`src/inc/capture_params.svh`:
```
// constants for the input capture channel: offsets, fields, counts
// assumes a 32-bit apb slave with one aligned word per register
`ifndef CAPTURE_PARAMS_SVH
`define CAPTURE_PARAMS_SVH

// register indices; byte address is four times the index
`define BUF_IDX 12'h140
`define CON_IDX 12'h142
`define STAT_IDX 12'h148
`define MASK_IDX 12'h149

// control word fields
`define MODE_LSB 0
`define BNE_BIT 3
`define OVF_BIT 4
`define EPI_LSB 5
`define TSEL_BIT 7
`define SIDL_BIT 13
`define CON_RESET 16'h0000

// interrupt status and mask bits
`define ST_CAP 0
`define ST_OVF 1
`define ST_WAKE 2
`define ST_W 3
`define ST_RESET 3'h0
`define MASK_RESET 3'h0

// prescaler terminal counts
`define PRESC_4 4'h3
`define PRESC_16 4'hF

`endif

```
`src/inc/capture_pkg.sv`:
```
// types for the input capture channel
// assumes capture_params.svh supplies the numeric constants
package capture_pkg;

  // capture mode field encodings
  typedef enum logic [2:0] {
    MODE_OFF = 3'b000,
    MODE_BOTH = 3'b001,
    MODE_FALL = 3'b010,
    MODE_RISE = 3'b011,
    MODE_RISE4 = 3'b100,
    MODE_RISE16 = 3'b101,
    MODE_RSV = 3'b110,
    MODE_IRQ = 3'b111
  } mode_e;

endpackage

```
`src/rtl/capture_fifo.sv`:
```
// shifting capture buffer: oldest word always sits at entry zero
// assumes the caller never pushes when full and never pops when empty
`timescale 1ns/100ps
module capture_fifo #(
  parameter int WIDTH = 16,
  parameter int DEPTH = 4
) (
  input wire logic clk, // clock
  input wire logic rst_n, // async reset, low
  input wire logic push, // store din at tail
  input wire logic pop, // drop head, shift forward
  input wire logic [WIDTH-1:0] din, // word to store
  output logic [WIDTH-1:0] head, // oldest word
  output logic [$clog2(DEPTH+1)-1:0] count, // words held
  output logic full, // count equals depth
  output logic empty // no words held
);

  localparam int CW = $clog2(DEPTH+1);

  typedef struct packed {
    logic [DEPTH-1:0][WIDTH-1:0] mem;
    logic [CW-1:0] cnt;
  } fifo_s;

  fifo_s st;
  fifo_s next_st;

  if (DEPTH < 2 || WIDTH < 1) begin : g_bad
    $error("capture_fifo: depth below two or zero width");
  end

  // ----------------------------------------
  // shift and store
  // ----------------------------------------
  // a read moves every word one place toward the head
  always_comb begin
    logic [CW-1:0] tail;
    tail = st.cnt;
    next_st = st;
    if (pop) begin
      for (int i = 0; i < DEPTH - 1; i++) begin
        next_st.mem[i] = st.mem[i+1];
      end
      tail = st.cnt - CW'(1);
    end
    if (push) begin
      next_st.mem[tail] = din;
    end
    next_st.cnt = tail + CW'(push);
  end

  always_ff @(posedge clk or negedge rst_n) begin
    if (!rst_n) begin
      st <= '0;
    end else begin
      st <= next_st;
    end
  end

  assign head = st.mem[0];
  assign count = st.cnt;
  assign full = (st.cnt == CW'(DEPTH));
  assign empty = (st.cnt == '0);

endmodule

```
`src/rtl/input_capture_channel.sv`:
```
// one input capture channel with an apb register slave
// assumes pin, timer counts and cpu power states are synchronous
// to pclk except capture_pin, which is synchronised here
//
// Register access over APB and the address map were decided locally.
`timescale 1ns/100ps
`include "capture_params.svh"
module input_capture_channel
  import capture_pkg::*;
#(
  parameter int TIMER_W = 16,
  parameter int FIFO_DEPTH = 4,
  parameter int ADDR_W = 14
) (
  input wire logic pclk, // bus and capture clock
  input wire logic presetn, // async reset, low
  input wire logic psel, // apb select
  input wire logic penable, // apb access phase
  input wire logic pwrite, // apb write
  input wire logic [ADDR_W-1:0] paddr, // apb byte address
  input wire logic [31:0] pwdata, // apb write data
  output logic [31:0] prdata, // apb read data
  output logic pready, // apb ready
  output logic pslverr, // apb error, unmapped
  input wire logic capture_pin, // external capture input
  input wire logic [TIMER_W-1:0] timer_a_count, // first timer
  input wire logic [TIMER_W-1:0] timer_b_count, // second timer
  input wire logic cpu_sleep, // cpu in sleep
  input wire logic cpu_idle, // cpu in idle
  output logic irq, // level interrupt
  output logic wake_req // one-cycle wake pulse
);

  localparam int CW = $clog2(FIFO_DEPTH+1);

  if (TIMER_W < 1 || TIMER_W > 32) begin : g_bad_w
    $error("input_capture_channel: timer width must be 1 to 32");
  end
  if (FIFO_DEPTH < 2) begin : g_bad_d
    $error("input_capture_channel: buffer depth below two");
  end
  if (ADDR_W < 14) begin : g_bad_a
    $error("input_capture_channel: address too narrow for map");
  end

  // ----------------------------------------
  // state
  // ----------------------------------------
  typedef struct packed {
    logic sync1;
    logic sync2;
    logic pin_q;
    mode_e mode;
    logic [1:0] events_per_irq;
    logic timebase_select;
    logic stop_in_idle;
    logic [3:0] presc;
    logic [1:0] epi_cnt;
    logic buffer_overflow;
    logic [`ST_W-1:0] status;
    logic [`ST_W-1:0] mask;
    logic [31:0] prdata;
    logic pready;
    logic pslverr;
    logic irq;
    logic wake_req;
  } chan_s;

  chan_s st;
  chan_s next_st;

  // ----------------------------------------
  // address decode
  // ----------------------------------------
  // same compare used for read data, error and write strobes
  function automatic logic addr_hit(logic [ADDR_W-1:0] a,
                                    logic [11:0] idx);
    addr_hit = (a == ADDR_W'({idx, 2'b00}));
  endfunction

  function automatic logic mapped(logic [ADDR_W-1:0] a);
    mapped = addr_hit(a, `BUF_IDX) || addr_hit(a, `CON_IDX) ||
             addr_hit(a, `STAT_IDX) || addr_hit(a, `MASK_IDX);
  endfunction

  // ----------------------------------------
  // capture buffer
  // ----------------------------------------
  logic fifo_push;
  logic fifo_pop;
  logic [TIMER_W-1:0] fifo_din;
  logic [TIMER_W-1:0] fifo_head;
  logic [CW-1:0] fifo_count;
  logic fifo_full;
  logic fifo_empty;

  // private per-channel buffer
  capture_fifo #(
    .WIDTH(TIMER_W),
    .DEPTH(FIFO_DEPTH)
  ) u_fifo (
    .clk(pclk),
    .rst_n(presetn),
    .push(fifo_push),
    .pop(fifo_pop),
    .din(fifo_din),
    .head(fifo_head),
    .count(fifo_count),
    .full(fifo_full),
    .empty(fifo_empty)
  );

  // ----------------------------------------
  // control word image
  // ----------------------------------------
  // not-empty is live buffer state, so it drops on the last read
  function automatic logic [15:0] con_word(chan_s s, logic bne);
    logic [15:0] w;
    w = `CON_RESET;
    w[`MODE_LSB +: 3] = s.mode;
    w[`BNE_BIT] = bne;
    w[`OVF_BIT] = s.buffer_overflow;
    w[`EPI_LSB +: 2] = s.events_per_irq;
    w[`TSEL_BIT] = s.timebase_select;
    w[`SIDL_BIT] = s.stop_in_idle;
    con_word = w;
  endfunction

  // ----------------------------------------
  // next-state logic
  // ----------------------------------------
  always_comb begin
    logic rise;
    logic fall;
    logic halted;
    logic edge_evt;
    logic cap_evt;
    logic pin_irq;
    logic irq_evt;
    logic ovf_evt;
    logic wr_done;
    logic rd_done;
    logic setup;
    logic [`ST_W-1:0] st_set;
    logic [`ST_W-1:0] st_clr;
    rise = 1'b0;
    fall = 1'b0;
    halted = 1'b0;
    edge_evt = 1'b0;
    cap_evt = 1'b0;
    pin_irq = 1'b0;
    irq_evt = 1'b0;
    ovf_evt = 1'b0;
    wr_done = 1'b0;
    rd_done = 1'b0;
    setup = 1'b0;
    st_set = '0;
    st_clr = '0;
    next_st = st;
    fifo_push = 1'b0;
    fifo_pop = 1'b0;

    // two flops, then a third for the edge compare
    next_st.sync1 = capture_pin;
    next_st.sync2 = st.sync1;
    next_st.pin_q = st.sync2;
    rise = st.sync2 & ~st.pin_q;
    fall = ~st.sync2 & st.pin_q;

    // sleep, or idle with stop-in-idle, freezes capture
    halted = cpu_sleep | (cpu_idle & st.stop_in_idle);

    // edge selection per mode
    case (st.mode)
      MODE_BOTH: edge_evt = rise | fall;
      MODE_FALL: edge_evt = fall;
      MODE_RISE: edge_evt = rise;
      MODE_RISE4: edge_evt = rise;
      MODE_RISE16: edge_evt = rise;
      default: edge_evt = 1'b0;
    endcase

    // prescaler: only 4:1 and 16:1 modes count rising edges
    if (st.mode == MODE_OFF) begin
      next_st.presc = '0;
    end else if (edge_evt && !halted) begin
      if (st.mode == MODE_RISE4) begin
        cap_evt = (st.presc == `PRESC_4);
        next_st.presc = cap_evt ? 4'h0 : st.presc + 4'h1;
      end else if (st.mode == MODE_RISE16) begin
        cap_evt = (st.presc == `PRESC_16);
        next_st.presc = cap_evt ? 4'h0 : st.presc + 4'h1;
      end else begin
        cap_evt = 1'b1;
      end
    end

    // mode 111 is a pin interrupt only, never a capture
    pin_irq = (st.mode == MODE_IRQ) && rise;

    // ----- apb phases -----
    setup = psel & ~penable;
    wr_done = psel & penable & st.pready & pwrite;
    rd_done = psel & penable & st.pready & ~pwrite;

    // read of buffer pops the head; empty reads pop nothing
    fifo_pop = rd_done && addr_hit(paddr, `BUF_IDX) && !fifo_empty;

    // store selected timer count; overflow blocks until drained
    // timebase_select low picks the second timer
    fifo_din = st.timebase_select ? timer_a_count : timer_b_count;
    if (cap_evt) begin
      if (fifo_full) begin
        // every-edge mode drops silently
        ovf_evt = (st.mode != MODE_BOTH);
      end else if (!st.buffer_overflow) begin
        fifo_push = 1'b1;
      end
    end

    // overflow clears once the last buffered word leaves
    if (ovf_evt) begin
      next_st.buffer_overflow = 1'b1;
    end else if (fifo_pop && fifo_count == CW'(1)) begin
      next_st.buffer_overflow = 1'b0;
    end

    // events per interrupt: 1..4 events, ignored in every-edge
    if (cap_evt) begin
      if (st.mode == MODE_BOTH) begin
        irq_evt = 1'b1;
        next_st.epi_cnt = '0;
      end else if (st.epi_cnt == st.events_per_irq) begin
        irq_evt = 1'b1;
        next_st.epi_cnt = '0;
      end else begin
        next_st.epi_cnt = st.epi_cnt + 2'h1;
      end
    end
    if (pin_irq) begin
      irq_evt = 1'b1;
    end

    // wake needs mode 111 and the capture interrupt enabled
    next_st.wake_req = pin_irq && st.mask[`ST_CAP] &&
                       (cpu_sleep || cpu_idle);

    // ----- register writes -----
    if (wr_done && addr_hit(paddr, `CON_IDX)) begin
      next_st.mode = mode_e'(pwdata[`MODE_LSB +: 3]);
      next_st.events_per_irq = pwdata[`EPI_LSB +: 2];
      next_st.timebase_select = pwdata[`TSEL_BIT];
      next_st.stop_in_idle = pwdata[`SIDL_BIT];
      // switching off clears the prescaler and event count
      if (mode_e'(pwdata[`MODE_LSB +: 3]) == MODE_OFF) begin
        next_st.presc = '0;
        next_st.epi_cnt = '0;
      end
    end
    if (wr_done && addr_hit(paddr, `STAT_IDX)) begin
      st_clr = pwdata[`ST_W-1:0];
    end
    if (wr_done && addr_hit(paddr, `MASK_IDX)) begin
      next_st.mask = pwdata[`ST_W-1:0];
    end

    // sticky status; a new event beats a same-cycle clear
    st_set[`ST_CAP] = irq_evt;
    st_set[`ST_OVF] = ovf_evt;
    st_set[`ST_WAKE] = next_st.wake_req;
    next_st.status = (st.status & ~st_clr) | st_set;
    next_st.irq = |(next_st.status & next_st.mask);

    // ----- read data and ready, set up one cycle ahead -----
    // ready rises in the first access cycle: no wait states
    next_st.pready = setup;
    next_st.pslverr = setup && !mapped(paddr);
    if (setup && !pwrite) begin
      if (addr_hit(paddr, `BUF_IDX)) begin
        // head is the oldest word; undefined when empty
        next_st.prdata = {{(32-TIMER_W){1'b0}}, fifo_head};
      end else if (addr_hit(paddr, `CON_IDX)) begin
        next_st.prdata = {16'h0000, con_word(st, !fifo_empty)};
      end else if (addr_hit(paddr, `STAT_IDX)) begin
        next_st.prdata = {{(32-`ST_W){1'b0}}, st.status};
      end else if (addr_hit(paddr, `MASK_IDX)) begin
        next_st.prdata = {{(32-`ST_W){1'b0}}, st.mask};
      end else begin
        next_st.prdata = 32'h00000000;
      end
    end
  end

  // ----------------------------------------
  // state register
  // ----------------------------------------
  // any reset clears prescaler and all control state
  always_ff @(posedge pclk or negedge presetn) begin
    if (!presetn) begin
      st <= '0;
    end else begin
      st <= next_st;
    end
  end

  // every output comes straight from a flop
  assign prdata = st.prdata;
  assign pready = st.pready;
  assign pslverr = st.pslverr;
  assign irq = st.irq;
  assign wake_req = st.wake_req;

endmodule
```
`config.mk`:
```
export PLATFORM = sky130hd
export DESIGN_NAME = input_capture_channel
export DESIGN_NICKNAME = d
export VERILOG_FILES = /design/src/inc/capture_pkg.sv /design/src/rtl/capture_fifo.sv /design/src/rtl/input_capture_channel.sv
export VERILOG_INCLUDE_DIRS = /design/src /design/src/inc
export SDC_FILE = /design/constraint.sdc
export NUM_CORES = 1
export LEC_CHECK = 0
export ABC_AREA = 1
export ABC_CLOCK_PERIOD_IN_PS = 3000
export BUFFER_PORTS_ARGS = -buffer_cell sky130_fd_sc_hd__buf_2
export CAP_MARGIN = 10
export CORE_ASPECT_RATIO = 0.75
export CORE_MARGIN = 5
export CORE_UTILIZATION = 56
export CTS_BUF_LIST = sky130_fd_sc_hd__clkbuf_8 sky130_fd_sc_hd__clkbuf_16
export DETAILED_ROUTE_END_ITERATION = 10
export GPL_ROUTABILITY_DRIVEN = 0
export GPL_TIMING_DRIVEN = 0
export PLACE_DENSITY = 0.8
export SYNTH_ARGS = -nofsm -noshare
export SYNTH_HDL_FRONTEND = slang
export SYNTH_SLANG_ARGS = --single-unit
```
`constraint.sdc`:
```
create_clock -name pclk -period 3 [get_ports pclk]
set_clock_uncertainty 0.15 [all_clocks]
set_input_delay 0.3 -clock pclk [delete_from_list [all_inputs] [get_ports pclk]]
set_output_delay 0.3 -clock pclk [all_outputs]
set_load 0.01 [all_outputs]
```
* Word-level counts from Yosys, hierarchy flattened
Cells that the tools add are included.
Cells by class: $lt $le $gt $ge 2, reduce and logical (&&, ||, !) cells 27, equality and inequality tests 16, add/sub/neg operators 4, bitwise gates (word level) 18, multiplexer cells 40
Operators by type and width (count):
- 48-bit two-way mux | 2
- 64-bit bitwise mux | 1
- 14-bit by 11-bit == test with 1-bit output (second input constant) | 4
- 16-bit two-way mux | 3
- 16-bit demux with 2-bit select | 1
- 4-bit two-way mux | 6
- 1-bit two-way mux | 15
- 3-bit two-way mux | 5
- 14-bit two-way mux | 1
- 1-bit logical AND | 13
- 3-bit == test (second input constant) | 4
- 6-bit two-way mux | 2
- 3-bit logical NOT | 3
- 1-bit AND | 8
- 3-bit AND | 2
- 3-bit by 1-bit == test with 1-bit output (second input constant) | 2
- 3-bit by 2-bit == test with 1-bit output (second input constant) | 2
- 2-bit two-way mux | 3
- 3-bit OR reduction | 2
- 4-bit by 1-bit adder with 4-bit output (second input constant) | 1
- 4-bit by 2-bit == test with 1-bit output (second input constant) | 1
- 4-bit == test (second input constant) | 1
- 1-bit logical NOT | 4
- 1-bit logical OR | 4
- 13 further kinds | 17
Word-level totals: input port bits 86, word-level logic and storage cells 129, register bits 126, output and inout bits 36

* Longest topological paths before layout
Gate-level depths: netlist of run 1.
depth after elaboration 12, mapped depth 14, mapped depth without buffers 13

* Modules after synthesis
Synthesis of run 1 repeated with hierarchy kept, for this count alone.
Second synthesis, totals: cells, all modules 908, area, all modules 6750.2 um2
Modules (own cells, without submodules):
- capture_fifo | cells an instance 500, times used 1, seq. area each 1676.6 um2, area an instance 3896.2 um2
- input_capture_channel | cells an instance 408, times used 1, seq. area each 1076.0 um2, area an instance 2854.0 um2

* Worst setup path after synthesis of run 1
Ideal clock, no wire load.
path type flip-flop to flip-flop, start register st[45] (netlist name), end register u_fifo.st, in the netlist u_fifo.count[2], required time 2718 ps, buffers on the path 1, period minus slack after synthesis 2310 ps, setup slack 690 ps, stages on the path, launching flop included 12, setup time 132 ps, data arrival time 2028 ps, cell sequence dfrtp_1 -> ha_1 -> nand2_1 -> nor2_1 -> nor2_1 -> a21oi_4 -> nand4_4 -> clkinv_1 -> buf_2 -> ha_1 -> ha_1 -> xor2_1
RTL lines:
- start: declaration | RTL line input_capture_channel.sv:69 | chan_s st;
- start signal: assignment | RTL line input_capture_channel.sv:302 | st <= next_st;
- end signal: assignment | RTL line capture_fifo.sv:57 | st <= next_st;
- end: declaration | RTL line capture_fifo.sv:26 | fifo_s st;

==> insert_results.sql, run 1 <==
INSERT INTO impl_metrics (metric_group, metric, value, unit) VALUES
('final_layout', 'num-nets-final', '1001', ''),
('timing', 'finalSetupViolCount', '0', ''),
('timing', 'fin_crit', '2639', 'ps'),
('timing', 'grt_setup_unrepaired', 'false', ''),
('routing', 'detail-route-antenna-nets', '0', ''),
('grt', 'grt_antenna_before_repair', '0', ''),
('clock_tree', 'master_cell_of_the_clock_root_buffer', 'clkbuf_16', ''),
('synth', 'yosys.cell_count.top_type', 'nand2_1', ''),
('die', 'initial_utilization', '0.5716', ''),
('final_layout', 'multi_input_area', '0.002977', 'sq mm'),
('clock_tree', 'tritoncts_clock_tree', 'yes', ''),
('flow_run', 'cap_violations', '0', ''),
('timing', 'transition_time_of_the_tightest_slew_check_pin', '760.9', 'ps'),
('routing', 'vias_per_cell', '5.566', ''),
('worst_setup_path', 'worst-endpoint-arrival', '2720', 'ps'),
('worst_setup_path', 'critPathLaunchType', 'flip-flop', ''),
('die', 'chipWidth', '132.0', 'microns'),
('timing', 'finalCritPeriodShare', '0.8797', ''),
('worst_setup_path', 'worst-endpoint-required', '3090', 'ps'),
('min_path', 'timing.hold.worst.class', 'input port to flip-flop', ''),
('synth', 'yosys_register_bits', '110', ''),
('final_layout', 'layout.area.seq', '0.002753', 'sq mm'),
('die', 'boundaryPins', '122', ''),
('power_and_ir_drop', 'cellLeakagePower', '3.962', 'nW'),
('final_layout', 'area_growth', '15.64', '%'),
('synth', 'synth_adder_area_share', '0.01600', ''),
('synth', 'synth_sequential_area_ratio', '0.4401', ''),
('clock_tree', 'clkSinkCount', '110', ''),
('die', 'row_count', '33', ''),
('grt', 'grt_pass1_wl', '26960', 'microns'),
('placement', 'io_buffers', '80', ''),
('synth', 'post-synth-top-area-cell', 'dfrtp_1', ''),
('worst_setup_path', 'reg2regPathDepth', '12', ''),
('synth', 'synth_top_area_frac', '0.4401', ''),
('grt', 'pin_count_of_the_biggest_net_entering_global_routing', '59', ''),
('routing', 'post-route-drc-count', '0', ''),
('synth', 'post_synth_mux_area_share', '0.03601', ''),
('die', 'die_area', '0.01340', 'sq mm'),
('synth', 'yosys.area_share.simple', '0.3751', ''),
('synth', 'yosys-top-cells-area', 'dfrtp_1 (44%), nand2_1 (18%), nand3_1 (10%)', ''),
('final_layout', 'antenna_cells', '0', ''),
('grt', 'via_count_of_the_first_global_routing_pass', '5475', ''),
('final_layout', 'post_route_cells_drive_above_1_share', '0.2248', ''),
('outcome', 'run_status', 'finished clean', ''),
('power_and_ir_drop', 'power-per-cell-area', '677.5', 'mW/mm^2'),
('worst_setup_path', 'worst_setup_path_end_kind', 'flip-flop', ''),
('placement', 'post_dp_hpwl', '12220', 'microns'),
('clock_tree', 'clock_latency', '350', 'ps'),
('clock_tree', 'max-clock-path-buffers', '2', ''),
('final_layout', 'finish.utilization', '0.6611', ''),
('die', 'die_height', '101.5', 'microns'),
('clock_tree', 'post_cts.repair.setup_buffers', '0', ''),
('clock_tree', 'tritoncts.num_buffers', '9', ''),
('routing', 'dr_total_vias', '5855', ''),
('final_layout', 'fill_cells', '932', ''),
('synth', 'synth_compound_area_frac', '0.03221', ''),
('routing', 'post_drt_wl_per_cell', '15.75', 'microns'),
('synth', 'yosys_most_used_dff', 'dfrtp_1', ''),
('synth', 'syn_avg_cell_area', '7.848', 'sq um'),
('worst_setup_path', 'critical_path_endpoint', 'u_fifo.count[2]', ''),
('timing', 'tns', '0', 'ps'),
('worst_setup_path', 'timing_worst_setup_path_type', 'flip-flop to flip-flop', ''),
('clock_tree', 'clock_tree.htree_level_count', '3', ''),
('timing', 'timing_max_transition_violations_final', '0', ''),
('synth', 'xor_xnor_share_of_the_synthesized_area', '0.007001', ''),
('synth', 'synthesized_instance_count', '797', ''),
('timing', 'slew_headroom', '0.4927', ''),
('power_and_ir_drop', 'vdd_ir_drop_max', '0.3740', 'mV'),
('synth', 'synthArstFlopShare', '1.000', ''),
('synth', 'yosysWarningCount', '0', ''),
('worst_setup_path', 'critical_path.startpoint', 'st[56]', '');
[state kept, by name (all words and copies together), names as in the netlist]
register      cells
u_fifo.st        48
st               21
prdata           16
u_fifo.head      16
u_fifo.count      3
next_st           2
irq               1
pready            1
pslverr           1
wake_req          1
[layer usage]
layer,vias up,GRT usage,share of wire,wire length (microns)
li1,2763,-,-,-
met1,2762,0.3593,0.44,7340
met2,288,0.3721,0.44,7208
met3,42,0.06356,0.098,1626
met4,0,0.07747,0.023,388
met5,-,0,0,0
[cell type report]
class	count	area share
multi-input combinational	595	0.4115
sequential	110	0.3806
inverter	37	0.01920
tap	140	0.02422
clock buffer	11	0.03494
buffer	70	0.06124
clock inverter	5	0.004670
timing repair buffer	84	0.06366
[cells by family after synthesis]
group | Yosys count
AO/OA/AOI/OAI | 30
XOR/XNOR | 5
adder cells (fa/ha/maj) | 8
buffers and inverters | 107
flip-flops | 110
multiplexers | 20
other | 1
AND/OR/NAND/NOR | 516
[worst min-delay path by stage]
stage	to	cells past startpoint	slack, ps
2_1_floorplan	irq	0	-150
3_3_place_gp	next_st[56]	0	180
3_5_place_dp	next_st[56]	0	190
4_1_cts	pready	3	10
5_1_grt	st[49]	2	30
6_report	pready	3	30
[timing repair]
item,CTS,global route
hold buffers,3,0
endpoints found under the hold margin,59,0
setup endpoints to repair,0,0
[worst max-delay path: stages, from the launching register on]
cell and delay [ps]:
dfrtp_1 350, inv_1 50, ha_1 220, inv_1 60, nand2_1 40, o211ai_1 110
nand3_2 170, nand4_4 150, clkinv_1 300, buf_2 320, ha_1 240, ha_1 190
xor2_1 160
[cells in the final DEF, fill, tap and decap left out, drive strengths merged, types with 6 or more instances in the layout]
master,n
mux2,20
nand3,130
o21a,6
inv,38
nand4,24
ha,8
buf,132
a21oi,9
clkbuf,30
nor2,41
dfrtp,110
nor3,7
nand2,312
conb,16
o21ai,10
[per-stage QoR]
stage	cells	power [W]	worst slack (ps)	cell area, sq um	hold WS (ps)
finish	1052	0.004901	361.0	7233	25.54
global route	1052	0.005202	207.5	7233	27.73
detailed placement	1033	0.003706	379.9	6917	193.4
floorplan	812	0.003278	690.3	6311	-145.6
global placement	1032	0.003647	168.2	6887	184.9
CTS	1052	0.004884	373.4	7233	12.86
[power breakdown]
group          total, W  switching (W)  internal (W)
Combinational   0.00154       0.000980      0.000560
Sequential      0.00220       0.000277       0.00192
Clock           0.00116       0.000553      0.000610
Total           0.00490        0.00181       0.00309
Note: power is estimated with default switching activity, not from simulation.
==> run 2, diff against run 1 <==
--- a/config.mk
+++ b/config.mk
@@ -11,7 +11,7 @@
 export BUFFER_PORTS_ARGS = -buffer_cell sky130_fd_sc_hd__buf_2
 export CAP_MARGIN = 10
 export CORE_ASPECT_RATIO = 0.75
-export CORE_MARGIN = 5
+export CORE_MARGIN = 2
 export CORE_UTILIZATION = 56
 export CTS_BUF_LIST = sky130_fd_sc_hd__clkbuf_8 sky130_fd_sc_hd__clkbuf_16
 export DETAILED_ROUTE_END_ITERATION = 10
==> run 2 against run 1 <==
First-iteration DRC count increased by 20%. Worst hold slack worse by 2.7 ps. Combinational power barely moved. Fmax is 1.3% higher. Register-to-register slack improved by 30 ps. Largest cell class unchanged. Sequential cell count is the same.
==> insert_results.sql, run 2 (synthesis results as in run 1) <==
INSERT INTO impl_metrics (metric_group, metric, value, unit) VALUES
('outcome', 'run_status', 'finished clean', ''),
('die', 'core_area', '0.01090', 'sq mm'),
('die', 'boundaryPins', '122', ''),
('timing', 'timing_max_transition_violations_final', '0', ''),
('timing', 'finalHoldViolCount', '0', ''),
('worst_setup_path', 'path_delay_family', 'buffers and inverters', ''),
('final_layout', 'layout.cells.most_common', 'nand2_1', ''),
('grt', 'via_count_of_the_first_global_routing_pass', '5320', ''),
('timing', 'hold_slack', '22.88', 'ps'),
('worst_setup_path', 'crit_path_cell_trace', 'inv_1, ha_1, inv_1, nand2_1, o211ai_1, nand3_2, nand4_4, clkinv_1, buf_2, ha_1, ha_1, xor2_1', ''),
('worst_setup_path', 'worst-endpoint-required', '3080', 'ps'),
('final_layout', 'layoutNonFillerInstCount', '1050', ''),
('die', 'row_count', '33', ''),
('die', 'initial_utilization', '0.5738', ''),
('power_and_ir_drop', 'power-per-cell-area', '666.4', 'mW/mm^2'),
('clock_tree', 'max-clock-path-buffers', '2', ''),
('timing', 'achievable-frequency', '384.0', 'MHz'),
('final_layout', 'layout_common_cells', 'nand2_1 (301), nand3_1 (126), dfrtp_1 (110)', ''),
('final_layout', 'antenna_cells', '0', ''),
('clock_tree', 'clk_pin_slew', '70', 'ps'),
('routing', 'first_iter_violations', '735', ''),
('die', 'die_area', '0.01204', 'sq mm'),
('grt', 'aggregate_global_route_resource_usage', '0.2798', ''),
('final_layout', 'largestRegisters', 'u_fifo.st: 48 flops, st: 21 flops', ''),
('worst_setup_path', 'crit_path_frequent_cell', 'ha_1', ''),
('clock_tree', 'clock_latency', '350', 'ps'),
('placement', 'post-place-cells', '1033', ''),
('timing', 'finalCritPeriodShare', '0.8681', ''),
('worst_setup_path', 'critPathLaunchType', 'flip-flop', ''),
('timing', 'slew_headroom', '0.4309', ''),
('placement', 'post_dp_hpwl', '11890', 'microns'),
('timing', 'fin_crit', '2604', 'ps'),
('clock_tree', 'post_cts_resized', '0', ''),
('grt', 'grt_pass1_wl', '26530', 'microns'),
('clock_tree', 'clock_tree.htree_level_count', '3', ''),
('timing', 'grt_setup_unrepaired', 'false', ''),
('worst_setup_path', 'timing.critical_path.fanout_max', '10', ''),
('routing', 'post_drt_wl_per_cell', '15.11', 'microns'),
('die', 'die_height', '95.53', 'microns'),
('die', 'chipWidth', '126.0', 'microns'),
('routing', 'detail-route-antenna-nets', '0', ''),
('timing', 'transition_time_of_the_tightest_slew_check_pin', '853.6', 'ps'),
('timing', 'finalSetupViolCount', '0', ''),
('flow_run', 'cap_violations', '0', ''),
('grt', 'pin_count_of_the_biggest_net_entering_global_routing', '61', ''),
('grt', 'grt.overflow.total', '0', ''),
('clock_tree', 'master_cell_of_the_clock_root_buffer', 'clkbuf_16', ''),
('min_path', 'timing.hold.worst.class', 'input port to flip-flop', ''),
('clock_tree', 'clkSinkCount', '110', ''),
('worst_setup_path', 'timing_worst_setup_path_type', 'flip-flop to flip-flop', ''),
('routing', 'route.final.wire_length', '15860', 'microns'),
('worst_setup_path', 'timing.critical_path.slowest_cell_delay', '360', 'ps'),
('power_and_ir_drop', 'cellLeakagePower', '3.952', 'nW'),
('final_layout', 'area_growth', '15.18', '%'),
('grt', 'grt_antenna_before_repair', '0', ''),
('worst_setup_path', 'critPathSlowestCell', 'dfrtp_1', ''),
('worst_setup_path', 'buf_inv_stages_crit_path', '4', ''),
('clock_tree', 'post_cts.repair.setup_buffers', '0', ''),
('timing', 'tns', '0', 'ps'),
('routing', 'vias_per_cell', '5.492', ''),
('power_and_ir_drop', 'report.power.total', '0.004801', 'W'),
('routing', 'dr_total_vias', '5767', ''),
('routing', 'firstDrtPassIters', '5', ''),
('clock_tree', 'tritoncts_clock_tree', 'yes', ''),
('clock_tree', 'postCtsHoldBufs', '3', ''),
('final_layout', 'post_route_cells_drive_above_1_share', '0.2209', ''),
('final_layout', 'registers.top_by_ff_count', 'u_fifo.st', ''),
('worst_setup_path', 'worst-endpoint-arrival', '2680', 'ps'),
('final_layout', 'number_of_flip_flops_in_the_largest_register', '48', ''),
('power_and_ir_drop', 'vdd_ir_drop_max', '0.3549', 'mV'),
('final_layout', 'num-nets-final', '1001', ''),
('routing', 'post-route-drc-count', '0', ''),
('placement', 'io_buffers', '80', ''),
('worst_setup_path', 'worst_setup_path_end_kind', 'flip-flop', ''),
('clock_tree', 'tritoncts.num_buffers', '9', '');
-- run 2: cell count changes in the layout (fill, tap and decap cells not counted), sizes merged --
cell	before	now
clkinv	3	1
inv	38	39
clkbuf	30	29
-- run 2: worst paths after layout --
path	cells after the start	end	slack [ps]	from
setup / recovery	12	u_fifo.count[2]	400	st[56]
hold / removal	3	pready	20	psel
setup reg to reg	12	u_fifo.count[2]	400	st[56]
hold reg to reg	0	next_st[56]	200	next_st[57]
max in group asynchronous	3	prdata[10]	1530	presetn
min in group asynchronous	2	next_st[56]	400	presetn
-- run 2: worst min-delay path, stage by stage --
cell	delay, ps
buf_2	110
inv_1	40
nor2_1	40
-- run 2: routing by layer --
metal / track usage / part of all wire
met1: 0.4114 / 0.47
met2: 0.4256 / 0.44
met4: 0.07326 / 0.015
met5: 0 / 0
met3: 0.05724 / 0.081
-- run 2: power breakdown --
group | switching [W] | internal (W)
clock | 0.000516 | 0.000568
sequential | 0.000272 | 0.00192
combinational | 0.000961 | 0.000562
-- run 2: area by class of cell --
class | count | area (sq um)
buffer | 70 | 442.9
clock buffer | 10 | 239.0
clock inverter | 4 | 18.77
fill | 923 | 3696
inverter | 37 | 138.9
multi-input combinational | 595 | 2977
sequential | 110 | 2753
tap | 140 | 175.2
timing repair buffer | 84 | 460.4
-- run 2: metrics by stage --
| stage | area, sq um | setup WS (ps) | util |
|---|---|---|---|
| finish | 7204 | 395.8 | 0.6609 |
| floorplan | 6311 | 690.3 | - |
| detailed placement | 6917 | 411.5 | 0.6345 |
| global route | 7204 | 251.3 | 0.6609 |
| global placement | 6887 | 203.4 | 0.6318 |
| CTS | 7204 | 401.3 | 0.6609 |
